[config.mk]
export PLATFORM = sky130hd
export DESIGN_NAME = active_serial_config_master
export DESIGN_NICKNAME = d
export VERILOG_FILES = /design/src/as_cfg_pkg.sv /design/src/cfg_byte_if.sv /design/src/pin_sync.sv /design/src/stream_decompressor.sv /design/src/active_serial_config_master.sv
export SDC_FILE = /design/constraint.sdc
export NUM_CORES = 1
export LEC_CHECK = 0
export BUFFER_PORTS_ARGS = -buffer_cell sky130_fd_sc_hd__buf_2
export CORE_MARGIN = 2
export CORE_UTILIZATION = 45
export CTS_CLUSTER_DIAMETER = 120
export DETAILED_ROUTE_END_ITERATION = 12
export REMOVE_ABC_BUFFERS = 1
export SETUP_SLACK_MARGIN = 0.15
export SLEW_MARGIN = 20
export SYNTH_ARGS = -nofsm -noshare
export SYNTH_HDL_FRONTEND = slang
export SYNTH_SLANG_ARGS = --single-unit
export TNS_END_PERCENT = 10
[constraint.sdc]
create_clock -name i_sys_clk -period 5.8 [get_ports i_sys_clk]
set_input_delay 1.16 -clock i_sys_clk [delete_from_list [all_inputs] [get_ports i_sys_clk]]
set_output_delay 1.16 -clock i_sys_clk [all_outputs]
set_load 0.01 [all_outputs]
[src/as_cfg_pkg.sv]
// Constants, register map and state type of the serial configuration loader
package as_cfg_pkg;
  // Clock rates and derived cycle counts
  localparam int SYS_KHZ         = 100000;
  localparam int LCLK_TYP_KHZ    = 17000;
  localparam int LCLK_HALF       = (SYS_KHZ + LCLK_TYP_KHZ) / (2 * LCLK_TYP_KHZ);
  localparam int INIT_OSC_KHZ    = 10000;
  localparam int INIT_DIV        = SYS_KHZ / INIT_OSC_KHZ;
  localparam int INIT_CYCLES     = 136;
  localparam int POR_MS          = 100;
  localparam int POR_CYCLES_DEF  = POR_MS * SYS_KHZ;
  localparam int RESTART_US      = 30;
  localparam int RESTART_CYCLES  = RESTART_US * SYS_KHZ / 1000;
  localparam int CS_PULSE_NS     = 100;
  localparam int CS_PULSE_CYCLES = (CS_PULSE_NS * SYS_KHZ + 999999) / 1000000;
  // Memory read command, start address and scheme code
  localparam logic [7:0]  READ_CMD  = 8'h03;
  localparam logic [23:0] READ_ADDR = 24'h000000;
  localparam int          CMD_BITS  = 32;
  localparam logic [1:0]  AS_SCHEME = 2'h0;
  // Register offsets
  localparam logic [7:0] CTRL_OFF = 8'h00;
  localparam logic [7:0] LEN_OFF  = 8'h04;
  localparam logic [7:0] STAT_OFF = 8'h08;
  // Field positions and reset values
  localparam int          CTRL_AUTO_BIT = 0;
  localparam int          CTRL_UCLK_BIT = 1;
  localparam int          CTRL_COMP_BIT = 2;
  localparam logic [2:0]  CTRL_RST      = 3'h0;
  localparam logic [23:0] LEN_RST       = 24'h000010;
  localparam int          STAT_ERR_BIT  = 4;
  localparam int          STAT_IDE_BIT  = 5;
  localparam int          STAT_USER_BIT = 6;
  // Compressed stream: upper nibble marks a zero run
  localparam logic [3:0]  RUN_CODE = 4'hf;
  // Loader states
  typedef enum logic [3:0] {
    ST_POR      = 4'h0,
    ST_WAIT_ST  = 4'h1,
    ST_CMD      = 4'h2,
    ST_DATA     = 4'h3,
    ST_WAIT_DN  = 4'h4,
    ST_INIT     = 4'h5,
    ST_USER     = 4'h6,
    ST_ERROR    = 4'h7,
    ST_RESTART  = 4'h8,
    ST_RECONFIG = 4'h9
  } cfg_state_type;
endpackage : as_cfg_pkg

[src/cfg_byte_if.sv]
// Byte stream carrier between the loader and its decompressor
`timescale 1ns/1ps
interface cfg_byte_if;
  logic       valid;
  logic [7:0] data;
  modport src (output valid, output data);
  modport dst (input valid, input data);
endinterface : cfg_byte_if

[src/pin_sync.sv]
// Two-stage synchroniser with rising-edge pulses for pin inputs
`timescale 1ns/1ps
module pin_sync #(
  parameter int W = 8
) (
  input  wire logic         i_sys_clk,
  input  wire logic         i_srst,
  input  wire logic [W-1:0] i_async,
  output logic      [W-1:0] o_sync,
  output logic      [W-1:0] o_rise
);
  logic [W-1:0] meta_reg;
  logic [W-1:0] sync_reg;
  logic [W-1:0] last_reg;

  // Edge detector reads only the second stage
  always_ff @(posedge i_sys_clk)
  begin
    if (i_srst)
    begin
      meta_reg <= '0;
      sync_reg <= '0;
      last_reg <= '0;
    end
    else
    begin
      meta_reg <= i_async;
      sync_reg <= meta_reg;
      last_reg <= sync_reg;
    end
  end

  assign o_sync = sync_reg;
  assign o_rise = sync_reg & ~last_reg;
endmodule : pin_sync

[src/stream_decompressor.sv]
// Zero-run expander for compressed bitstream bytes
`timescale 1ns/1ps
module stream_decompressor (
  input  wire logic i_sys_clk,
  input  wire logic i_srst,
  input  wire logic i_enable,
  input  wire logic i_clear,
  cfg_byte_if.dst   in_s,
  cfg_byte_if.src   out_s
);
  logic [3:0] run_reg;
  logic       lit_reg;
  logic       valid_reg;
  logic [7:0] data_reg;

  // Code f0 escapes the next byte; fN gives N zero bytes.
  // Runs are at most 15 bytes, far shorter than one serial byte time.
  always_ff @(posedge i_sys_clk)
  begin
    if (i_srst || i_clear)
    begin
      run_reg   <= 4'h0;
      lit_reg   <= 1'b0;
      valid_reg <= 1'b0;
      data_reg  <= 8'h00;
    end
    else
    begin
      valid_reg <= 1'b0;
      if (run_reg != 4'h0)
      begin
        valid_reg <= 1'b1;
        data_reg  <= 8'h00;
        run_reg   <= run_reg - 4'h1;
      end
      else if (in_s.valid)
      begin
        if (!i_enable || lit_reg || in_s.data[7:4] != as_cfg_pkg::RUN_CODE)
        begin
          valid_reg <= 1'b1;
          data_reg  <= in_s.data;
          lit_reg   <= 1'b0;
        end
        else if (in_s.data[3:0] == 4'h0)
          lit_reg <= 1'b1;
        else
        begin
          valid_reg <= 1'b1;
          data_reg  <= 8'h00;
          run_reg   <= in_s.data[3:0] - 4'h1;
        end
      end
    end
  end

  assign out_s.valid = valid_reg;
  assign out_s.data  = data_reg;
endmodule : stream_decompressor

[src/active_serial_config_master.sv]
// Active serial configuration loader with APB control registers
//
// Contract
// - Scheme select 00 picks this loading scheme
// - Power-on reset drives status, done low
// - Release status; start when seen high
// - User I/O tri-stated, weak pull-ups on
// - Serial clock from oscillator, 14 to 20 MHz
// - Serial clock stops after loading
// - Launch and capture on falling edge
// - Assert memory select while loading
// - Shift command, address, then receive data
// - Decompress stream when enabled
// - Release done after all bits
// - Initialise only after done seen high
// - Init clock internal or user clock
// - Count 136 init clocks after done
// - Init-done low if enabled, released after
// - User mode: pull-ups off, I/O live
// - Frame error: status low, done low
// - Auto restart: pulse select, wait, retry
// - Request low: lines low, I/O tri-stated
`timescale 1ns/1ps
module active_serial_config_master #(
  parameter int POR_CYCLES = as_cfg_pkg::POR_CYCLES_DEF
) (
  input  wire logic        i_sys_clk,
  input  wire logic        i_srst,
  input  wire logic        i_psel,
  input  wire logic        i_penable,
  input  wire logic        i_pwrite,
  input  wire logic [7:0]  i_paddr,
  input  wire logic [31:0] i_pwdata,
  output logic      [31:0] o_prdata,
  output logic             o_pready,
  output logic             o_pslverr,
  input  wire logic [1:0]  i_scheme_select,
  input  wire logic        i_chain_enable_in_n,
  input  wire logic        i_reconfig_request_n,
  input  wire logic        i_status_line,
  output logic             o_status_line_oe,
  input  wire logic        i_done_line,
  output logic             o_done_line_oe,
  output logic             o_init_done_oe,
  input  wire logic        i_user_startup_clock,
  output logic             o_serial_link_clock,
  output logic             o_command_serial_out,
  output logic             o_memory_chip_select_n,
  input  wire logic        i_bitstream_data_in,
  input  wire logic        i_frame_error,
  output logic             o_cfg_valid,
  output logic      [7:0]  o_cfg_byte,
  output logic             o_user_io_tristate,
  output logic             o_weak_pullup_en
);
  as_cfg_pkg::cfg_state_type state_reg;
  as_cfg_pkg::cfg_state_type state_next;
  logic [7:0]  pin_sync_w;
  logic [7:0]  pin_rise_w;
  logic [2:0]  ctrl_reg;
  logic [23:0] len_reg;
  logic        err_reg;
  logic [31:0] prdata_reg;
  logic [31:0] delay_reg;
  logic [3:0]  lclk_cnt_reg;
  logic        lclk_reg;
  logic [5:0]  bit_cnt_reg;
  logic [31:0] shift_reg;
  logic [7:0]  byte_reg;
  logic [2:0]  byte_bits_reg;
  logic        raw_valid_reg;
  logic [23:0] out_cnt_reg;
  logic        first_reg;
  logic        ide_reg;
  logic [3:0]  init_div_reg;
  logic [7:0]  init_cnt_reg;
  logic        lclk_term;
  logic        lclk_fall;
  logic        init_tick;
  logic        loading;
  logic        wr_en;
  logic        hit;
  logic        frame_err;
  logic        st_ok;
  logic        dn_ok;
  logic        rcfg_n;

  cfg_byte_if raw_if ();
  cfg_byte_if dec_if ();

  // Synchronised pins: status, done, reconfig, data, user clock, chain, scheme
  pin_sync #(
    .W (8)
  ) u_sync (
    .i_sys_clk (i_sys_clk),
    .i_srst    (i_srst),
    .i_async   ({i_scheme_select, i_chain_enable_in_n, i_user_startup_clock,
                 i_bitstream_data_in, i_reconfig_request_n, i_done_line, i_status_line}),
    .o_sync    (pin_sync_w),
    .o_rise    (pin_rise_w)
  );

  assign st_ok  = pin_sync_w[0];
  assign dn_ok  = pin_sync_w[1];
  assign rcfg_n = pin_sync_w[2];

  // Decompressor sits between the serial shifter and the cell writer
  stream_decompressor u_dec (
    .i_sys_clk (i_sys_clk),
    .i_srst    (i_srst),
    .i_enable  (ctrl_reg[as_cfg_pkg::CTRL_COMP_BIT]),
    .i_clear   (state_reg != as_cfg_pkg::ST_DATA),
    .in_s      (raw_if.dst),
    .out_s     (dec_if.src)
  );

  assign raw_if.valid = raw_valid_reg;
  assign raw_if.data  = byte_reg;
  assign o_cfg_valid  = dec_if.valid;
  assign o_cfg_byte   = dec_if.data;

  // APB decode; zero wait states, unmapped offsets answer with an error
  assign wr_en     = i_psel && i_penable && i_pwrite;
  assign hit       = i_paddr == as_cfg_pkg::CTRL_OFF || i_paddr == as_cfg_pkg::LEN_OFF
                     || i_paddr == as_cfg_pkg::STAT_OFF;
  assign o_pready  = 1'b1;
  assign o_pslverr = i_psel && i_penable && !hit;
  assign o_prdata  = prdata_reg;

  // Control and length registers
  always_ff @(posedge i_sys_clk)
  begin
    if (i_srst)
    begin
      ctrl_reg <= as_cfg_pkg::CTRL_RST;
      len_reg  <= as_cfg_pkg::LEN_RST;
    end
    else if (wr_en && i_paddr == as_cfg_pkg::CTRL_OFF)
      ctrl_reg <= i_pwdata[2:0];
    else if (wr_en && i_paddr == as_cfg_pkg::LEN_OFF)
      len_reg <= i_pwdata[23:0];
  end

  // Sticky frame error; a new error beats the write-one clear
  assign frame_err = state_reg == as_cfg_pkg::ST_DATA && i_frame_error;
  always_ff @(posedge i_sys_clk)
  begin
    if (i_srst)
      err_reg <= 1'b0;
    else if (frame_err)
      err_reg <= 1'b1;
    else if (wr_en && i_paddr == as_cfg_pkg::STAT_OFF && i_pwdata[as_cfg_pkg::STAT_ERR_BIT])
      err_reg <= 1'b0;
  end

  // Read data captured in the setup phase, stable through access
  always_ff @(posedge i_sys_clk)
  begin
    if (i_srst)
      prdata_reg <= 32'h0;
    else if (i_psel && !i_penable)
    begin
      if (i_paddr == as_cfg_pkg::CTRL_OFF)
        prdata_reg <= {29'h0, ctrl_reg};
      else if (i_paddr == as_cfg_pkg::LEN_OFF)
        prdata_reg <= {8'h0, len_reg};
      else if (i_paddr == as_cfg_pkg::STAT_OFF)
        prdata_reg <= {25'h0, state_reg == as_cfg_pkg::ST_USER, ide_reg, err_reg, state_reg};
      else
        prdata_reg <= 32'h0;
    end
  end

  // Sequencer; a low reconfig request overrides all but power-on reset
  always_comb
  begin
    state_next = state_reg;
    case (state_reg)
      as_cfg_pkg::ST_POR:
        if (delay_reg == 32'(POR_CYCLES - 1))
          state_next = as_cfg_pkg::ST_WAIT_ST;
      as_cfg_pkg::ST_WAIT_ST:
        if (st_ok && pin_sync_w[7:6] == as_cfg_pkg::AS_SCHEME && !pin_sync_w[5])
          state_next = as_cfg_pkg::ST_CMD;
      as_cfg_pkg::ST_CMD:
        if (lclk_fall && bit_cnt_reg == 6'(as_cfg_pkg::CMD_BITS - 1))
          state_next = as_cfg_pkg::ST_DATA;
      as_cfg_pkg::ST_DATA:
        if (i_frame_error)
          state_next = as_cfg_pkg::ST_ERROR;
        else if (dec_if.valid && out_cnt_reg == len_reg - 24'h1)
          state_next = as_cfg_pkg::ST_WAIT_DN;
      as_cfg_pkg::ST_WAIT_DN:
        if (dn_ok)
          state_next = as_cfg_pkg::ST_INIT;
      as_cfg_pkg::ST_INIT:
        if (init_tick && init_cnt_reg == 8'(as_cfg_pkg::INIT_CYCLES - 1))
          state_next = as_cfg_pkg::ST_USER;
      as_cfg_pkg::ST_ERROR:
        if (ctrl_reg[as_cfg_pkg::CTRL_AUTO_BIT])
          state_next = as_cfg_pkg::ST_RESTART;
      as_cfg_pkg::ST_RESTART:
        if (delay_reg == 32'(as_cfg_pkg::RESTART_CYCLES - 1))
          state_next = as_cfg_pkg::ST_WAIT_ST;
      as_cfg_pkg::ST_RECONFIG:
        if (rcfg_n)
          state_next = as_cfg_pkg::ST_WAIT_ST;
      default:
        state_next = state_reg;
    endcase
    if (!rcfg_n && state_reg != as_cfg_pkg::ST_POR)
      state_next = as_cfg_pkg::ST_RECONFIG;
  end

  always_ff @(posedge i_sys_clk)
  begin
    if (i_srst)
      state_reg <= as_cfg_pkg::ST_POR;
    else
      state_reg <= state_next;
  end

  // Time spent in the current state
  always_ff @(posedge i_sys_clk)
  begin
    if (i_srst || state_next != state_reg)
      delay_reg <= 32'h0;
    else
      delay_reg <= delay_reg + 32'h1;
  end

  // Serial clock divider, runs only while loading; stopped otherwise
  assign loading   = state_reg == as_cfg_pkg::ST_CMD || state_reg == as_cfg_pkg::ST_DATA;
  assign lclk_term = loading && lclk_cnt_reg == 4'(as_cfg_pkg::LCLK_HALF - 1);
  assign lclk_fall = lclk_term && lclk_reg;
  always_ff @(posedge i_sys_clk)
  begin
    if (i_srst || !loading)
    begin
      lclk_cnt_reg <= 4'h0;
      lclk_reg     <= 1'b0;
    end
    else if (lclk_term)
    begin
      lclk_cnt_reg <= 4'h0;
      lclk_reg     <= !lclk_reg;
    end
    else
      lclk_cnt_reg <= lclk_cnt_reg + 4'h1;
  end

  // Command shifter; memory samples on rise, so we launch on fall
  always_ff @(posedge i_sys_clk)
  begin
    if (i_srst || state_reg != as_cfg_pkg::ST_CMD)
    begin
      bit_cnt_reg <= 6'h0;
      shift_reg   <= {as_cfg_pkg::READ_CMD, as_cfg_pkg::READ_ADDR};
    end
    else if (lclk_fall)
    begin
      bit_cnt_reg <= bit_cnt_reg + 6'h1;
      shift_reg   <= {shift_reg[30:0], 1'b0};
    end
  end

  // Data capture on falling edges, most significant bit first
  always_ff @(posedge i_sys_clk)
  begin
    raw_valid_reg <= 1'b0;
    if (i_srst || state_reg != as_cfg_pkg::ST_DATA)
    begin
      byte_reg      <= 8'h00;
      byte_bits_reg <= 3'h0;
      raw_valid_reg <= 1'b0;
    end
    else if (lclk_fall)
    begin
      byte_reg      <= {byte_reg[6:0], pin_sync_w[3]};
      byte_bits_reg <= byte_bits_reg + 3'h1;
      raw_valid_reg <= byte_bits_reg == 3'h7;
    end
  end

  // Output byte count; first byte carries the init-done enable
  always_ff @(posedge i_sys_clk)
  begin
    if (i_srst || state_reg == as_cfg_pkg::ST_WAIT_ST || state_reg == as_cfg_pkg::ST_RECONFIG
        || state_reg == as_cfg_pkg::ST_RESTART)
    begin
      out_cnt_reg <= 24'h0;
      first_reg   <= 1'b1;
      ide_reg     <= 1'b0;
    end
    else if (dec_if.valid && state_reg == as_cfg_pkg::ST_DATA)
    begin
      out_cnt_reg <= out_cnt_reg + 24'h1;
      first_reg   <= 1'b0;
      if (first_reg)
        ide_reg <= dec_if.data[0];
    end
  end

  // Init clock: internal 10 MHz divider or user clock edges
  assign init_tick = state_reg == as_cfg_pkg::ST_INIT
                     && (ctrl_reg[as_cfg_pkg::CTRL_UCLK_BIT] ? pin_rise_w[4]
                         : init_div_reg == 4'(as_cfg_pkg::INIT_DIV - 1));
  always_ff @(posedge i_sys_clk)
  begin
    if (i_srst || state_reg != as_cfg_pkg::ST_INIT)
    begin
      init_div_reg <= 4'h0;
      init_cnt_reg <= 8'h0;
    end
    else
    begin
      init_div_reg <= (init_div_reg == 4'(as_cfg_pkg::INIT_DIV - 1)) ? 4'h0 : init_div_reg + 4'h1;
      if (init_tick)
        init_cnt_reg <= init_cnt_reg + 8'h1;
    end
  end

  // Pin drive decoded from the registered state
  assign o_status_line_oe = state_reg == as_cfg_pkg::ST_POR || state_reg == as_cfg_pkg::ST_ERROR
                            || state_reg == as_cfg_pkg::ST_RESTART
                            || state_reg == as_cfg_pkg::ST_RECONFIG;
  assign o_done_line_oe   = !(state_reg == as_cfg_pkg::ST_WAIT_DN || state_reg == as_cfg_pkg::ST_INIT
                            || state_reg == as_cfg_pkg::ST_USER);
  assign o_init_done_oe   = ide_reg && state_reg != as_cfg_pkg::ST_USER;
  assign o_memory_chip_select_n = !(loading || (state_reg == as_cfg_pkg::ST_RESTART
                            && delay_reg < 32'(as_cfg_pkg::CS_PULSE_CYCLES)));
  assign o_serial_link_clock  = lclk_reg;
  assign o_command_serial_out = state_reg == as_cfg_pkg::ST_CMD && shift_reg[31];
  assign o_user_io_tristate   = state_reg != as_cfg_pkg::ST_USER;
  assign o_weak_pullup_en     = state_reg != as_cfg_pkg::ST_USER;
endmodule : active_serial_config_master

After elaboration in Yosys (flattened, before gate mapping). Index checks and enable logic that the tools add are counted.

Flip-flop bits (word level): 200. Bits of input ports: 54. Output and inout bits: 51. Logic and storage cells: 167.

Add/subtract/negate cells: 10. $lt $le $gt $ge: 1. Equal/unequal tests: 28. Multiplexer cells: 30. Bitwise gates (word level): 5. Reductions and logical operators: 68.

Operators with widths (count): 2-to-1 mux 4 bit (15); 2-to-1 mux 24 bit (2); one-hot mux 4 bit (9 select lines) (1); adder 32 x 1 -> 32 bit (second input constant) (1); equality test 32 x 12 -> 1 bit (second input constant) (1); equality test 32 x 24 -> 1 bit (second input constant) (1); less-than comparator 32 x 4 -> 1 bit (second input constant) (1); adder 24 x 1 -> 24 bit (second input constant) (1); equality test 24 bit (1); subtractor 24 x 1 -> 24 bit (second input constant) (1); logical AND 1 bit (22); logical OR 1 bit (19); equality test 4 x 3 -> 1 bit (second input constant) (4); 2-to-1 mux 8 bit (2); equality test 4 x 2 -> 1 bit (second input constant) (3); equality test 4 bit (second input constant) (3); zero test 1 bit (9); 2-to-1 mux 1 bit (9); adder 4 x 1 -> 4 bit (second input constant) (2); adder 8 x 1 -> 8 bit (second input constant) (1); equality test 8 x 3 -> 1 bit (second input constant) (1); equality test 8 x 4 -> 1 bit (second input constant) (1); equality test 8 bit (second input constant) (1); zero test 4 bit (2); 22 further kinds (38).

Depth between registers and ports, before layout. Gate-level depths: netlist (run 1).

Depth after elaboration: 10. Mapped depth: 12. Mapped depth without buffers: 10.

Modules after synthesis. Synthesis (run 1) repeated with hierarchy kept, for this count alone.

Cells, all modules: 1115. Area, all modules: 9586.7 µm².

By module, submodules not included: active_serial_config_master (times used 1, cells each 992, area each 8201.6 µm², seq. area each 3143.0 µm²); pin_sync (times used 1, cells each 58, area each 743.2 µm², seq. area each 480.5 µm²); stream_decompressor (times used 1, cells each 65, area each 641.9 µm², seq. area each 280.3 µm²).

Least setup slack after synthesis (run 1). No wires, ideal clock.

Kind: in2out. Start: input port i_paddr[5]. End: output port o_pslverr. Arrival: 1.729 ns. Required time: 4.640 ns. Setup slack: 2.911 ns. Stages on the path: 4. Buffers on the path: 0. Cells stage by stage: nor4_1 > nand2_1 > a21oi_1 > nor2_1.

Longest elaborated chain between the ends: 5. Elaborated cells on any way between the ends: 7. Classes of those cells: 2 x eq/ne; 5 x reduce/logical.

Ends and longest elaborated chain: from (decl) (RTL line active_serial_config_master.sv:32) `input wire logic [7:0] i_paddr,`; equality test 8 x 3 -> 1 bit / zero test 8 bit (equally long branches) (RTL line active_serial_config_master.sv:124) `assign hit = i_paddr == as_cfg_pkg::CTRL_OFF || i_paddr == as_cfg_pkg::LEN_OFF`; logical OR 1 bit (RTL line active_serial_config_master.sv:124); logical OR 1 bit * (RTL line active_serial_config_master.sv:125) `|| i_paddr == as_cfg_pkg::STAT_OFF;`; zero test 1 bit * (RTL line active_serial_config_master.sv:127) `assign o_pslverr = i_psel && i_penable && !hit;`; logical AND 1 bit * (RTL line active_serial_config_master.sv:127); to (decl) (RTL line active_serial_config_master.sv:36) `output logic o_pslverr,`.

Mark *: on every way between the ends. The rest lies on a longest branch, timed or not.

Worst setup path after layout (run 1).
Start: register state_reg[1]. End: register delay_reg[30].

Longest elaborated chain between the ends: 10. Elaborated cells on any way between the ends: 31. Classes of those cells: 9 x eq/ne; 12 x mux; 10 x reduce/logical.

Ends and longest elaborated chain: from (decl) (RTL line active_serial_config_master.sv:56) `as_cfg_pkg::cfg_state_type state_reg;`; from (signal assigned) (RTL line active_serial_config_master.sv:218) `state_reg <= as_cfg_pkg::ST_POR;`; from (signal assigned) (RTL line active_serial_config_master.sv:220) `state_reg <= state_next;`; equality test 4 x 2 -> 1 bit (RTL line active_serial_config_master.sv:178, active_serial_config_master.sv:233); logical OR 1 bit (RTL line active_serial_config_master.sv:233) `assign loading = state_reg == as_cfg_pkg::ST_CMD || state_reg == as_cfg_pkg::ST_DATA;`; logical AND 1 bit (RTL line active_serial_config_master.sv:234) `assign lclk_term = loading && lclk_cnt_reg == 4'(as_cfg_pkg::LCLK_HALF - 1);`; logical AND 1 bit (RTL line active_serial_config_master.sv:235) `assign lclk_fall = lclk_term && lclk_reg;`; logical AND 1 bit (RTL line active_serial_config_master.sv:186) `if (lclk_fall && bit_cnt_reg == 6'(as_cfg_pkg::CMD_BITS - 1))`; 2-to-1 mux 4 bit (RTL line active_serial_config_master.sv:186); one-hot mux 4 bit (9 select lines) (RTL line active_serial_config_master.sv:178) `case (state_reg)`; 2-to-1 mux 4 bit (RTL line active_serial_config_master.sv:211) `if (!rcfg_n && state_reg != as_cfg_pkg::ST_POR)`; != test 4 bit * (RTL line active_serial_config_master.sv:226) `if (i_srst || state_next != state_reg)`; logical OR 1 bit * (RTL line active_serial_config_master.sv:226); to (signal assigned) (RTL line active_serial_config_master.sv:229) `delay_reg <= delay_reg + 32'h1;`; to (decl) (RTL line active_serial_config_master.sv:64) `logic [31:0] delay_reg;`.

Marked as above. A chain may end at the register's enable or synchronous reset.

==> impl_metrics.csv, run 1 <==
group,metric,value,unit
routing,ant_nets,0,
clocking,numCtsBuffers,17,
critical_path,timing.rr.end,"delay_reg[30]",
sta,rsz0062_at_grt,"false",
finish,mostFrequentLayoutCell,"dfxtp_1",
finish,largest_reg_flops,32,
clocking,clock_sinks,188,
synth,synth_edf_count,0,
status,outcome,"complete, no violations",
clocking,path_clk_slew,0.07,ns
sta,max_clock_freq,0.259,GHz
power,p_leak,0.00360,uW
die,dieHeight,145,um
die,io_pins,105,
sta,fin_crit_sh,66.6,%
finish,area_growth,12.2,%
placement,dp.final_hpwl,14400,um
clocking,hold_buffers,0,
clocking,clock_path_buffers,2,
critical_path,critPathMaxFanout,32,
die,initial_utilization,45.8,%
clocking,clock_latency,0.43,ns
worst_hold_path,min_to,"u_sync.o_sync[6]",
synth,netlist_instances,1078,
clocking,clockRootBuffer,"clkbuf_16",
sta,hold-worst-slack,0.435,ns
grt,grt.total_usage,20.1,%
critical_path,crit_chain,"clkinv_1 > nor3_1 > and3_1 > nand4_1 > and3_1 > mux2_2 > o311ai_4 > buf_4 > nor2_1",
grt,grt_max_degree,42,
synth,synth_seq_cells,188,
routing,dr_total_vias,7422,
die,die_w,145,um
synth,ys_types,71,
sta,finalSetupViolations,0,
synth,yosys-top-cells-area,"dfxtp_1, nand2_1, nor2_1",
critical_path,cpMostUsedCell,"and3_1",
placement,portBuffers,87,
clocking,post_cts_resized,0,
grt,grt_pass1_wl,33500,um
die,coreArea,19500,um^2
sta,finalSetupTns,0,ns
placement,gp_congestion,0.827,
sta,final_hold_viol_count,0,
critical_path,cpMaxStageDelayCell,"and3_1",
finish,fin_util,51.4,%
synth,ys_async_sr_fraction,0,%
sta,tightest_slew,1.07,ns
critical_path,criticalPathCategory,"reg2reg",
worst_hold_path,min_from,"u_sync.meta_reg[6]",
finish,stdcell_count,1404,
critical_path,reg2reg_from,"state_reg[1]",
finish,multi_input_area,4750,um^2
routing,wl_per_cell,14.6,um
sta,period_needed,3.86,ns
grt,grt_pass1_vias,6659,
finish,layout-drive-gt1-share,12.7,%
critical_path,critical_path.max_stage_delay,0.83,ns
power,power,2690,uW
power,ir_drop,200,uV
critical_path,cp_data_arrival_time,4.17,ns
routing,first_iter_violations,435,
sta,skew,0.00866,ns
synth,post-synth-top-area-fraction,42.2,%
synth,yosys.area.top_type,"dfxtp_1",
critical_path,required,6.11,ns
critical_path,critical_path.endpoint_type,"flip-flop",
worst_hold_path,min_path_cells,1,
clocking,ctsHtreeMaxLevel,4,
sta,slew_headroom,28.3,%
synth,ys_seq_area_share,42.2,%
critical_path,reg2reg_depth,9,
placement,dp_cells,1370,
clocking,cts_setup_buffers,0,
worst_hold_path,min_path_type,"reg2reg",
power,p_per_area,269,nW/um^2
synth,synthFlopType,"dfxtp_1",
finish,final_cell_mix,"dfxtp_1, nand2_1, nor2_1, buf_2, a21oi_1",
critical_path,cp-start-kind,"flip-flop",
finish,fill_cells,1927,
finish,final_nets,1191,
critical_path,reg2reg_slack,1.94,ns
routing,first_pass_iters,5,
sta,final_max_slew_viol_count,0,
die,num_rows,51,
job,drv_cap,0,
synth,ys_warn_count,0,
finish,regArea,3760,um^2
synth,mappedNetlistArea,8910,um^2
synth,syn_avg_cell_area,8.26,um^2
die,die_area,20900,um^2
routing,via_per_inst,5.29,
clocking,cts_tree,"yes",
grt,grt_antenna_before_repair,3,
grt,overflow,0,
routing,routed_wl,20400,um
routing,drc_errors,0,
-- critical path, delay by kind of cell (launching register included) --
family	cells	cell delay, ns
flip-flops	1	0.67
AO/OA/AOI/OAI	1	0.06
multiplexers	1	0.31
buffers and inverters	2	0.79
AND/OR/NAND/NOR	5	1.89
-- worst max path at each step --
stage	end	slack, ns	from	depth (start not counted)
2_1_floorplan	o_prdata[4]	2.11	i_penable	5
3_3_place_gp	delay_reg[26]	1.99	state_reg[1]	9
3_5_place_dp	delay_reg[30]	1.95	state_reg[1]	9
4_1_cts	delay_reg[30]	1.94	state_reg[1]	9
5_1_grt	delay_reg[21]	1.62	state_reg[1]	9
6_report	delay_reg[30]	1.94	state_reg[1]	9
-- Yosys cell counts, drive strengths merged (20+ instances only) --
library cell,number
dfxtp,188
nand2,153
nor2,151
a21oi,62
xor2,52
clkbuf,41
xnor2,41
nand3,39
buf,31
a22oi,27
nor2b,27
and3,20
nor3,20
-- cell type report --
type | count | area share [%]
Clock inverter | 11 | 1.30
Tap cell | 265 | 3.32
Multi-Input combinational cell | 808 | 47.5
Antenna cell | 1 | 0.0250
Timing Repair Buffer | 93 | 4.84
Clock buffer | 21 | 4.71
Inverter | 17 | 0.638
Sequential cell | 188 | 37.6
-- through the flow --
stage | area [um^2] | setup slack (ns)
after floorplan | 8570 | 2.11
after global placement | 9380 | 1.99
after detailed placement | 9380 | 1.95
after CTS | 9980 | 1.94
after global routing | 10000 | 1.62
final | 10000 | 1.94
-- where the power goes --
part	internal [uW]	switching (uW)	total, uW	leakage (uW)
sequential	1300	28.2	1330	0.00152
clock	676	509	1180	0.000295
combinational	62.8	110	173	0.00179
-- per-layer routing --
layer	track usage [%]	wire [um]	part of all wire (%)
met5	0	21	0.10
met4	5.83	272	1.3
met3	4.15	846	4.1
met2	33.4	9660	47
met1	26.4	9630	47
-- cells by family after synthesis --
group	share of synthesized area (%)
fa+ha+maj	1.69
xor+xnor	9.14
simple gates	28.4
mux	1.07
compound gates	12.6
other cells	0.0843
flops	42.2
buf+inv	4.79
No activity file was read; power rests on OpenSTA's default activity.
==> run 2, diff against run 1 <==
--- a/config.mk
+++ b/config.mk
@@ -10,6 +10,7 @@
 export CORE_UTILIZATION = 45
 export CTS_CLUSTER_DIAMETER = 120
 export DETAILED_ROUTE_END_ITERATION = 12
+export PLACE_DENSITY = 0.67
 export REMOVE_ABC_BUFFERS = 1
 export SETUP_SLACK_MARGIN = 0.15
 export SLEW_MARGIN = 20
==> constraint.sdc (replaced) <==
create_clock -name i_sys_clk -period 3.4 [get_ports i_sys_clk]
set_input_delay 0.68 -clock i_sys_clk [delete_from_list [all_inputs] [get_ports i_sys_clk]]
set_output_delay 0.68 -clock i_sys_clk [all_outputs]
set_load 0.01 [all_outputs]
==> run 2 against run 1 <==
Utilization up 0.33 points. Register-to-register slack worse by 1.5 ns. Power grew 69%. Critical path depth decreased by 4. Global-route usage down 0.32 points. Sequential share of layout area shrank 0.24 points. Critical path type is now reg2out. Critical endpoint is now o_weak_pullup_en. Highest routed layer is now met4.
==> impl_metrics.csv, run 2 (same netlist as run 1, synthesis figures left out) <==
group,metric,value,unit
status,outcome,"complete, no violations",
die,coreArea,19500,um^2
sta,rsz0062_at_grt,"false",
placement,dp.final_hpwl,14400,um
finish,area_growth,13.0,%
critical_path,criticalPathCategory,"reg2out",
critical_path,timing.rr.end,"delay_reg[26]",
finish,mostFrequentLayoutCell,"dfxtp_1",
critical_path,reg2reg_slack,0.47,ns
clocking,ctsHtreeMaxLevel,4,
routing,wl_per_cell,14.3,um
routing,wl_met1,9830,um
finish,stdcell_count,1413,
clocking,cts_tree,"yes",
critical_path,critPathMaxFanout,17,
clocking,path_clk_slew,0.07,ns
clocking,clock_path_buffers,2,
worst_hold_path,min_path_cells,2,
grt,grt_antenna_before_repair,0,
routing,drc_errors,0,
sta,tightest_slew,0.843,ns
critical_path,cp-start-kind,"flip-flop",
clocking,clockRootBuffer,"clkbuf_16",
die,die_w,145,um
finish,layout-drive-gt1-share,13.6,%
sta,skew,0.0112,ns
sta,finalSetupViolations,0,
worst_hold_path,min_path_type,"reg2reg",
sta,final_hold_viol_count,0,
sta,period_needed,3.01,ns
die,die_area,20900,um^2
worst_hold_path,min_to,"byte_reg[0]",
routing,wl_met2,9390,um
clocking,clock_latency,0.44,ns
sta,max_clock_freq,0.332,GHz
power,p_per_area,451,nW/um^2
clocking,numCtsBuffers,17,
routing,first_iter_violations,503,
finish,final_cell_mix,"dfxtp_1, nand2_1, nor2_1, buf_2, a21oi_1",
routing,first_pass_iters,5,
die,num_rows,51,
power,p_leak,0.00364,uW
routing,wl_met3,837,um
clocking,cts_setup_buffers,0,
die,io_pins,105,
critical_path,critical_path.endpoint_type,"primary output",
routing,via_per_inst,5.30,
critical_path,cp_data_arrival_time,2.33,ns
routing,routed_wl,20300,um
routing,dr_total_vias,7493,
die,dieHeight,145,um
job,drv_cap,0,
placement,gp_congestion,0.882,
finish,final_nets,1202,
routing,ant_nets,0,
sta,fin_crit_sh,88.5,%
sta,final_max_slew_viol_count,0,
die,initial_utilization,45.8,%
grt,grt_max_degree,53,
finish,insertedDiodeCount,0,
power,ir_drop,370,uV
grt,grt.total_usage,19.8,%
grt,overflow,0,
worst_hold_path,min_from,"u_sync.o_sync[3]",
finish,fill_cells,1891,
critical_path,required,2.72,ns
grt,grt_pass1_vias,6800,
critical_path,reg2reg_from,"len_reg[0]",
sta,finalSetupTns,0,ns
clocking,clock_sinks,188,
placement,portBuffers,87,
placement,dp_cells,1382,
routing,top_layer,"met4",
finish,largest_reg_flops,32,
grt,grt_pass1_wl,33100,um
critical_path,reg2reg_depth,11,
sta,slew_headroom,43.3,%
==> run 2: cell types whose count changed in the layout (fill, tap and decap cells not counted), sizes merged <==
cell | before | now
buf | 93 | 104
clkinv | 5 | 2
inv | 20 | 23
clkbuf | 21 | 19
clkinvlp | 1 | 3
bufinv | 2 | 1
diode | 1 | 0
==> run 2: cell type report <==
class / instances / area [um^2] / share of cell area (%)
clock inverters: 12 / 128 / 1.27
clock buffers: 19 / 443 / 4.40
flip-flops and latches: 188 / 3760 / 37.4
well taps: 265 / 332 / 3.29
multi-input cells: 808 / 4760 / 47.3
inverters: 17 / 63.8 / 0.634
repair buffers: 104 / 576 / 5.72
==> run 2: power by group <==
part / internal [uW] / total (uW) / switching, uW
logic: 125 / 322 / 197
registers: 2220 / 2270 / 44.7
clock network: 1050 / 1950 / 899
total: 3400 / 4540 / 1140
==> run 2: worst max-delay path: stages, from the launching register on <==
cell and delay [ns]:
dfxtp_1 0.66, clkinv_1 0.17, buf_4 0.20, nor4_1 0.58
inv_1 0.11, buf_2 0.16
==> run 2: worst max-delay path by stage <==
stage | from | to | slack [ns] | cells past startpoint
floorplan | i_penable | o_prdata[4] | 0.19 | 5
finish | state_reg[1] | o_weak_pullup_en | 0.39 | 5
global route | state_reg[1] | o_weak_pullup_en | 0.21 | 5
global placement | len_reg[0] | delay_reg[16] | 0.33 | 11
detailed placement | len_reg[0] | delay_reg[26] | 0.31 | 11
CTS | len_reg[0] | delay_reg[12] | 0.29 | 11
==> run 2: layer usage <==
layer / global-route usage [%] / up-vias
li1: - / 3827
met1: 26.5 / 3496
met2: 32.7 / 152
met3: 3.36 / 18
met4: 5.83 / 0
met5: 0 / -
==> run 2: what timing repair did <==
action / CTS / global route
setup endpoints to repair: 0 / 32
endpoints found under the hold margin: 0 / 0
hold buffers: 0 / 0
resized for setup: 0 / 1
==> run 2: metrics by stage <==
stage                     setup WS (ns)  utilization (%)  power, uW  hold slack (ns)  cell area [um^2]
after global placement            0.329             48.7       2640            0.418              9480
after global routing              0.212             51.7       4720            0.441             10100
after CTS                         0.295             51.7       4570            0.437             10100
final                             0.391             51.7       4540            0.435             10100
after detailed placement          0.311             48.7       2640            0.426              9480
after floorplan                   0.194                -       2490            0.414              8570
